File: config.mk
export PLATFORM = sky130hd
export DESIGN_NAME = bridge_link_diag_subsys_regs
export DESIGN_NICKNAME = d
export VERILOG_FILES = /design/src/bridge_link_diag_pkg.sv /design/src/bridge_link_diag_subsys_regs.sv /design/src/cfg_word_merge.sv
export VERILOG_INCLUDE_DIRS = /design/src /design/src/src
export SDC_FILE = /design/constraint.sdc
export NUM_CORES = 1
export LEC_CHECK = 0
export ABC_AREA = 1
export ABC_CLOCK_PERIOD_IN_PS = 1430
export BUFFER_PORTS_ARGS = -buffer_cell sky130_fd_sc_hd__buf_2
export CAP_MARGIN = 10
export CORE_UTILIZATION = 40
export DETAILED_ROUTE_END_ITERATION = 10
export PLACE_DENSITY_LB_ADDON = 0.05
export SLEW_MARGIN = 20
export SYNTH_ARGS = -nofsm -noshare
export SYNTH_HDL_FRONTEND = slang
export SYNTH_SLANG_ARGS = --single-unit
File: constraint.sdc
create_clock -name clk_sys_in -period 1.43 [get_ports clk_sys_in]
set_clock_uncertainty 0.05 [all_clocks]
set_input_delay 0.0715 -clock clk_sys_in [delete_from_list [all_inputs] [get_ports clk_sys_in]]
set_output_delay 0.0715 -clock clk_sys_in [all_outputs]
set_load 0.02 [all_outputs]
File: src/bridge_link_diag_cfg.svh
// Constants for the link diagnostic and subsystem alias register bank.
// Assumes byte addresses on the configuration port, one dword per register.
// Operation
// - Separate clock uses fast-train count bits 31:24.
// - Shared clock uses fast-train count bits 23:16.
// - Bit 7 enables power saving in L2.
// - Bit 6 reserved, always reads zero.
// - Bit 5 enables the first base register.
// - Link, global or power-on reset restores fields.
// - Alias bits 31:16 share subsystem identifier storage.
// - Alias bits 15:0 share subsystem vendor storage.
`ifndef BRIDGE_LINK_DIAG_CFG_SVH
`define BRIDGE_LINK_DIAG_CFG_SVH

`define DIAG_OFFSET         12'h0C8
`define ALIAS_OFFSET        12'h0D0
`define SUBSYS_VEND_OFFSET  12'h044
`define SUBSYS_ID_OFFSET    12'h046
`define FIRST_BAR_OFFSET    12'h010

`define DIAG_RESET          32'h32142000
`define ALIAS_RESET         32'h00000000
`define DIAG_WRITE_MASK     32'hFFFF1FBF
`define PHY_REVISION_VALUE  3'h1 // Arbitrary value of our own choosing.
`define ALIAS_WRITE_MASK    32'hFFFFFFFF

`define SUB_ID_MSB          31
`define SUB_ID_LSB          16
`define SUB_VEND_MSB        15
`define SUB_VEND_LSB        0

`define SEP_COUNT_MSB       31
`define SEP_COUNT_LSB       24
`define SHR_COUNT_MSB       23
`define SHR_COUNT_LSB       16
`define PHY_REVISION_MSB         15
`define PHY_REVISION_LSB         13
`define LINK_NUM_MSB        12
`define LINK_NUM_LSB        8
`define L2_SAVE_BIT         7
`define RSVD_ZERO_BIT       6
`define BAR_EN_BIT          5

`endif

File: src/bridge_link_diag_pkg.sv
// Types shared by the register bank files.
// Assumes the constants header is compiled alongside.
package bridge_link_diag_pkg;
	// Register selected by a configuration access, Gray ordered.
	typedef enum logic [1:0] {
		sel_none_type_v  = 2'h0,
		sel_diag_type_v  = 2'h1,
		sel_alias_type_v = 2'h3
	} reg_sel_type;

	typedef logic [31:0] cfg_word_type;
endpackage

File: src/bridge_link_diag_subsys_regs.sv
// Link diagnostic control register and subsystem alias register bank.
// Assumes a single-cycle configuration request port on clk_sys_in and
// reset pins from outside the clock domain. The training and power-state
// logic that use the field outputs sit elsewhere on the same clock.
`include "bridge_link_diag_cfg.svh"
`timescale 1ns/10ps
`default_nettype none
module bridge_link_diag_subsys_regs (
	input  wire logic                        clk_sys_in,
	input  wire logic                        rst_n_in,
	input  wire logic                        link_reset_n_in,
	input  wire logic                        global_reset_input_n_in,
	input  wire logic                        cfg_req_in,
	input  wire logic                        cfg_write_in,
	input  wire logic [11:0]                 cfg_addr_in,
	input  wire logic [3:0]                  cfg_byte_en_in,
	input  wire bridge_link_diag_pkg::cfg_word_type cfg_wdata_in,
	input  wire logic                        shared_clock_config_in,
	output logic                             cfg_ack_out,
	output logic                             cfg_hit_out,
	output bridge_link_diag_pkg::cfg_word_type cfg_rdata_out,
	output logic [7:0]                       fast_train_count_out,
	output logic [4:0]                       link_number_out,
	output logic                             l2_power_saving_enable_out,
	output logic                             first_bar_enable_out,
	output logic [15:0]                      subsystem_identifier_out,
	output logic [15:0]                      subsystem_vendor_identifier_out
);
	import bridge_link_diag_pkg::*;

	// Two-flop reset synchronisers for the link and global reset pins.
	logic [1:0]   link_rst_sync_q;
	logic [1:0]   link_rst_sync_d;
	logic [1:0]   glob_rst_sync_q;
	logic [1:0]   glob_rst_sync_d;

	// Combined field clear and decode of the current request.
	logic         field_clear;
	reg_sel_type  sel;
	logic         diag_write;
	logic         alias_write;
	logic         read_access;

	// Stored words, their merged write values and the diagnostic view.
	cfg_word_type diag_q;
	cfg_word_type diag_d;
	cfg_word_type alias_q;
	cfg_word_type alias_d;
	cfg_word_type diag_merged;
	cfg_word_type alias_merged;
	cfg_word_type diag_view;

	// Answer to the request taken at the last edge.
	cfg_word_type rdata_q;
	cfg_word_type rdata_d;
	logic         ack_q;
	logic         ack_d;
	logic         hit_q;
	logic         hit_d;

	// Reset pins are asynchronous, so each passes two flops first.
	// Only the second flop of each pair is read, which keeps a pin edge
	// that lands near the clock from reaching the field logic half-settled.
	// The synchronisers start in the asserted state so fields stay cleared
	// until both pins are seen released.
	always_comb begin
		link_rst_sync_d = {link_rst_sync_q[0], link_reset_n_in};
		glob_rst_sync_d = {glob_rst_sync_q[0], global_reset_input_n_in};
	end

	always_ff @(posedge clk_sys_in) begin
		if (!rst_n_in) begin
			link_rst_sync_q <= 2'h0;
			glob_rst_sync_q <= 2'h0;
		end else begin
			link_rst_sync_q <= link_rst_sync_d;
			glob_rst_sync_q <= glob_rst_sync_d;
		end
	end

	// Any of the three resets returns every writable field to default.
	// The power-on reset is already synchronous and needs no extra flops;
	// it is folded in here so that one term drives every field clear.
	assign field_clear = !rst_n_in || !link_rst_sync_q[1] ||
		!glob_rst_sync_q[1];

	// Decode; the vendor and identifier halves share one dword at 44h,
	// so a word access there and at the alias offset reach one register.
	// The two byte-address bits are zeroed so the full offsets compare at
	// their own width; the identifier offset falls into the same dword.
	always_comb begin
		sel = sel_none_type_v;
		case ({cfg_addr_in[11:2], 2'h0})
			`DIAG_OFFSET:        sel = sel_diag_type_v;
			`ALIAS_OFFSET:       sel = sel_alias_type_v;
			`SUBSYS_VEND_OFFSET: sel = sel_alias_type_v;
			default:             sel = sel_none_type_v;
		endcase
	end

	// Strobes are qualified once here, so the storage process below only
	// chooses between keeping, merging and clearing each word.
	always_comb begin
		diag_write  = cfg_req_in && cfg_write_in &&
			(sel == sel_diag_type_v);
		alias_write = cfg_req_in && cfg_write_in &&
			(sel == sel_alias_type_v);
		read_access = cfg_req_in && !cfg_write_in;
	end

	// The revision field and bit 6 are outside the write mask.
	cfg_word_merge u_diag_merge (
		.old_in        (diag_q),
		.new_in        (cfg_wdata_in),
		.byte_en_in    (cfg_byte_en_in),
		.write_mask_in (`DIAG_WRITE_MASK),
		.merged_out    (diag_merged)
	);

	// Every alias bit is writable; the merge is shared only for the byte
	// lanes, so a partial write through 44h or 46h leaves the rest alone.
	cfg_word_merge u_alias_merge (
		.old_in        (alias_q),
		.new_in        (cfg_wdata_in),
		.byte_en_in    (cfg_byte_en_in),
		.write_mask_in (`ALIAS_WRITE_MASK),
		.merged_out    (alias_merged)
	);

	// Reads of the diagnostic word insert the fixed revision and a zero
	// bit 6. Bits 4:0 are stored as written; keeping them zero is up to
	// software and the EEPROM loader, since hardware does not police it.
	always_comb begin
		diag_view = diag_q & `DIAG_WRITE_MASK;
		diag_view[`PHY_REVISION_MSB:`PHY_REVISION_LSB] = `PHY_REVISION_VALUE;
	end

	// Storage next state. Reset wins over a write in the same cycle, so a
	// write that lands while any reset is still seen is lost on purpose;
	// software must wait for the reset pins to settle before programming.
	always_comb begin
		diag_d  = diag_q;
		alias_d = alias_q;
		if (diag_write) begin
			diag_d = diag_merged;
		end
		if (alias_write) begin
			alias_d = alias_merged;
		end
		if (field_clear) begin
			diag_d  = `DIAG_RESET;
			alias_d = `ALIAS_RESET;
		end
	end

	// Storage flops; the synchronous reset mirrors the field clear above.
	always_ff @(posedge clk_sys_in) begin
		if (!rst_n_in) begin
			diag_q  <= `DIAG_RESET;
			alias_q <= `ALIAS_RESET;
		end else begin
			diag_q  <= diag_d;
			alias_q <= alias_d;
		end
	end

	// Answer next state. Read data is chosen from the words as they stand
	// before the edge, so a read right after a write sees the new value
	// because the write has already landed one edge earlier.
	always_comb begin
		ack_d   = cfg_req_in;
		hit_d   = hit_q;
		rdata_d = rdata_q;
		if (cfg_req_in) begin
			hit_d   = (sel != sel_none_type_v);
			rdata_d = 32'h00000000;
		end
		if (read_access) begin
			case (sel)
				sel_diag_type_v:  rdata_d = diag_view;
				sel_alias_type_v: rdata_d = alias_q;
				default:          rdata_d = 32'h00000000;
			endcase
		end
	end

	// Answer flops. Hit and read data hold until the next request so a
	// slow consumer may pick them up late; acknowledge is a single pulse.
	always_ff @(posedge clk_sys_in) begin
		if (!rst_n_in) begin
			rdata_q <= 32'h00000000;
			ack_q   <= 1'b0;
			hit_q   <= 1'b0;
		end else begin
			rdata_q <= rdata_d;
			ack_q   <= ack_d;
			hit_q   <= hit_d;
		end
	end

	// Answer ports come straight from the answer flops.
	assign cfg_ack_out   = ack_q;
	assign cfg_hit_out   = hit_q;
	assign cfg_rdata_out = rdata_q;

	// Count choice follows the link's clocking mode at all times. The mux
	// stays combinational so a mode change is seen at once; the mode bit
	// comes from a register on this same clock, so no glitch is sampled.
	assign fast_train_count_out = shared_clock_config_in ?
		diag_q[`SHR_COUNT_MSB:`SHR_COUNT_LSB] :
		diag_q[`SEP_COUNT_MSB:`SEP_COUNT_LSB];

	// Field outputs come straight from the stored flops.
	// They change on the edge that takes a write or a field clear, never in between.
	assign link_number_out = diag_q[`LINK_NUM_MSB:`LINK_NUM_LSB];
	assign l2_power_saving_enable_out = diag_q[`L2_SAVE_BIT];
	assign first_bar_enable_out = diag_q[`BAR_EN_BIT];
	assign subsystem_identifier_out = alias_q[`SUB_ID_MSB:`SUB_ID_LSB];
	assign subsystem_vendor_identifier_out =
		alias_q[`SUB_VEND_MSB:`SUB_VEND_LSB];
endmodule // bridge_link_diag_subsys_regs
`default_nettype wire

File: src/cfg_word_merge.sv
// Byte-lane write merge for one configuration dword.
// Assumes the caller gives the mask of bits that software may change.
`timescale 1ns/10ps
`default_nettype none
module cfg_word_merge (
	input  wire logic [31:0] old_in,
	input  wire logic [31:0] new_in,
	input  wire logic [3:0]  byte_en_in,
	input  wire logic [31:0] write_mask_in,
	output logic      [31:0] merged_out
);
	genvar lane;
	// Each enabled lane takes new data only where the mask allows it.
	generate
		for (lane = 0; lane < 4; lane = lane + 1) begin : g_lane
			assign merged_out[lane*8 +: 8] = byte_en_in[lane] ?
				((old_in[lane*8 +: 8] & ~write_mask_in[lane*8 +: 8]) |
				 (new_in[lane*8 +: 8] & write_mask_in[lane*8 +: 8])) :
				old_in[lane*8 +: 8];
		end
	endgenerate
endmodule // cfg_word_merge
`default_nettype wire

==> results.txt <==
Setup-failing EPs final: 0
Iteration count of the initial detailed-routing pass: 4
Antenna Cells: 0
Final setup TNS: 0 ps
IO Port Bufs: 133
Die height: 107 µm
Area grow syn2layout: 31.7%
CTS Buffer Depth: 2
Hold Crit Start: cfg_byte_en_in[0]
Post-route ant nets: 0
Via count of the routed design: 4373
Worst Setup Path Type: reg -> out
Clock slew seen by the registers of the worst setup and hold paths: 90 ps
Core area: 10500 µm²
Number of synthesized register bits: 98
Seq/Total Area, Yosys: 44.4%
CTS HTree Levels: 3
Initial Util: 42.0%
Pleak: 0.00327 µW
Crit share post-route: 90.6%
Count of pins over their slew limit: 0
Initial antenna violation count: 0
CP max FO: 3
Avg Inst Size Synth: 6.50 µm²
Final Hold Viols: 0
Async set or reset register ratio after synthesis: 0%
Pwr dens: 869 nW/µm²
GP Congestion: 0.817
Largest net degree at the start of global routing: 33
EDFF count, synth: 0
Min-delay worst type: in -> reg
Netlist Area Pre-Place: 4420 µm²
Fmax: 0.772 GHz
Most common cell after layout, fill and taps aside: nand2_1
Relative slew margins: 74.6%
Vias in the first global route: 3939
Tmin final: 1300 ps
Global-route wire length before repair: 19500 µm
Total Nets Final: 897
Critical Path End Type: primary output
Status: finished, final reports clean
WP data arrival: 1170 ps
Yosys warnings: 0
Setup slack, reg-to-reg: 260 ps
Top_reg_cell synth: dfxtp_1
Post-Route Utilization: 55.3%
Reg2Reg Depth: 5
Initial drt markers: 204
Share of synthesized area spent on multiplexers: 0%
Adder-cell share of the synthesized area: 0%
DIE AREA: 11500 µm²
CTS tree: built
DP HPWL: 8460 µm
Hold Path Sink: diag_q[7]$_SDFFE_PP0P_
Startpoint Class: flop
Clock Latency Late Sink: 360 ps
Netlist cell types: 24
Simple-gate share of the synthesized area: 39.3%
# DRC: 0
FP Rows: 37
Grt total ovfl: 0
Die width: 107 µm
RSZ-0062 raised after global routing: false
Total GRT Usage: 21.9%
Num CTS Buffers: 9
Post-synthesis xor/xnor area fraction: 0%
Measured slew at the worst slew-check pin: 381 ps
Max cap viols: 0
FF-to-FF End: diag_q[10]$_SDFFE_PP0P_
Most frequent cells in the layout: nand2_1, buf_2, nor2_1
Worst IR Drop VDD: 805 µV
Gate Count Post-Synth: 679
WP data required: 1310 ps
Compound-Gate Fraction of Synth Area: 4.22%
Io pins: 136
Total wire length: 12100 µm
R2R Path Start: glob_rst_sync_q[1]$_SDFF_PN0_
Hold Crit Depth: 4
Num Clock Sinks: 98
Share of cells above drive strength 1: 21.6%
Wire per inst: 12.4 µm
Synthesized Nets: 734
Largest family of logic cells by synthesized area: simple AND/OR/NAND/NOR gates
Root Driver: clkbuf_8
DR vias/cell: 4.45
synthesized netlist by cell type, types with 2 or more instances:
cell / number / area (µm²)
nand4_1: 17 / 106
buf_4: 7 / 52.6
nand2_1: 238 / 893
a21oi_1: 21 / 105
inv_2: 2 / 7.51
o21ai_0: 12 / 60.1
dfxtp_1: 98 / 1960
inv_1: 88 / 330
nand3_1: 32 / 160
buf_2: 11 / 55.1
nor2_1: 120 / 450
nor2_4: 3 / 33.8
nand2_4: 3 / 33.8
nand2_2: 2 / 12.5
buf_6: 2 / 22.5
clkbuf_1: 15 / 56.3
stage by stage:
step                hold slack, ps  instances  setup WS [ps]  instance area, µm²  power (µW)
global placement               225        932            109                5250        3050
floorplan                      115        679            260                4420        2910
finish                        76.8        982            135                5820        5050
global route                  73.5        982           18.2                5820        5270
CTS                           56.9        982            106                5820        5120
detailed placement             223        932           49.8                5250        3060
kinds of logic after synthesis:
| group | after synthesis |
|---|---|
| and+or+nand+nor | 418 |
| buffers and inverters | 127 |
| DFF | 98 |
| AOI/OAI and AO/OA | 36 |
cell type report:
type                            instances  area, µm²
Clock buffer                           13        159
Clock inverter                          2       60.1
Fill cell                            1062       4690
Inverter                               91        343
Multi-Input combinational cell        454       1930
Sequential cell                        98       1960
Tap cell                              136        170
Timing Repair Buffer                  188       1190
where the power goes:
group	internal, µW	switching [µW]
Combinational	150	179
Clock	1070	913
Sequential	2730	2.15
critical path, cell delays in order, from the launching register on:
cell and delay (ps):
dfxtp_1 380, inv_1 50, o21ai_0 180, buf_2 200
per-layer routing:
layer	share of wire, %	vias up	global-route usage (%)
met5	0	-	0
met4	1.5	0	7.63
met3	5.5	14	4.50
met2	45	109	34.9
met1	48	1890	29.2
li1	-	2360	-
registers in the layout, indices dropped and copies added, names as in the netlist:
register,count
link_rst_sync_q,2
cfg_hit_out,1
cfg_ack_out,1
diag_q,28
glob_rst_sync_q,2
cfg_rdata_out,32
alias_q,32
worst max path at each step:
stage,from,depth (start not counted),endpoint
after floorplan,cfg_addr_in[2],9,diag_q[18]$_SDFFE_PP1P_
after CTS,cfg_req_in,10,diag_q[11]$_SDFFE_PP0P_
final,diag_q[30]$_SDFFE_PP0P_,3,fast_train_count_out[6]
after global routing,cfg_req_in,8,cfg_rdata_out[13]$_SDFFE_PN0P_
after detailed placement,cfg_addr_in[2],10,diag_q[10]$_SDFFE_PP0P_
after global placement,cfg_addr_in[2],9,diag_q[9]$_SDFFE_PP0P_
timing repair:
action | in CTS | in global routing
buffers inserted | 0 | 0
endpoints found under the hold margin | 64 | 0
setup endpoints to repair | 0 | 1
resized for setup | 0 | 1
hold buffers | 35 | 0
Power figures use the tool's default switching activity.
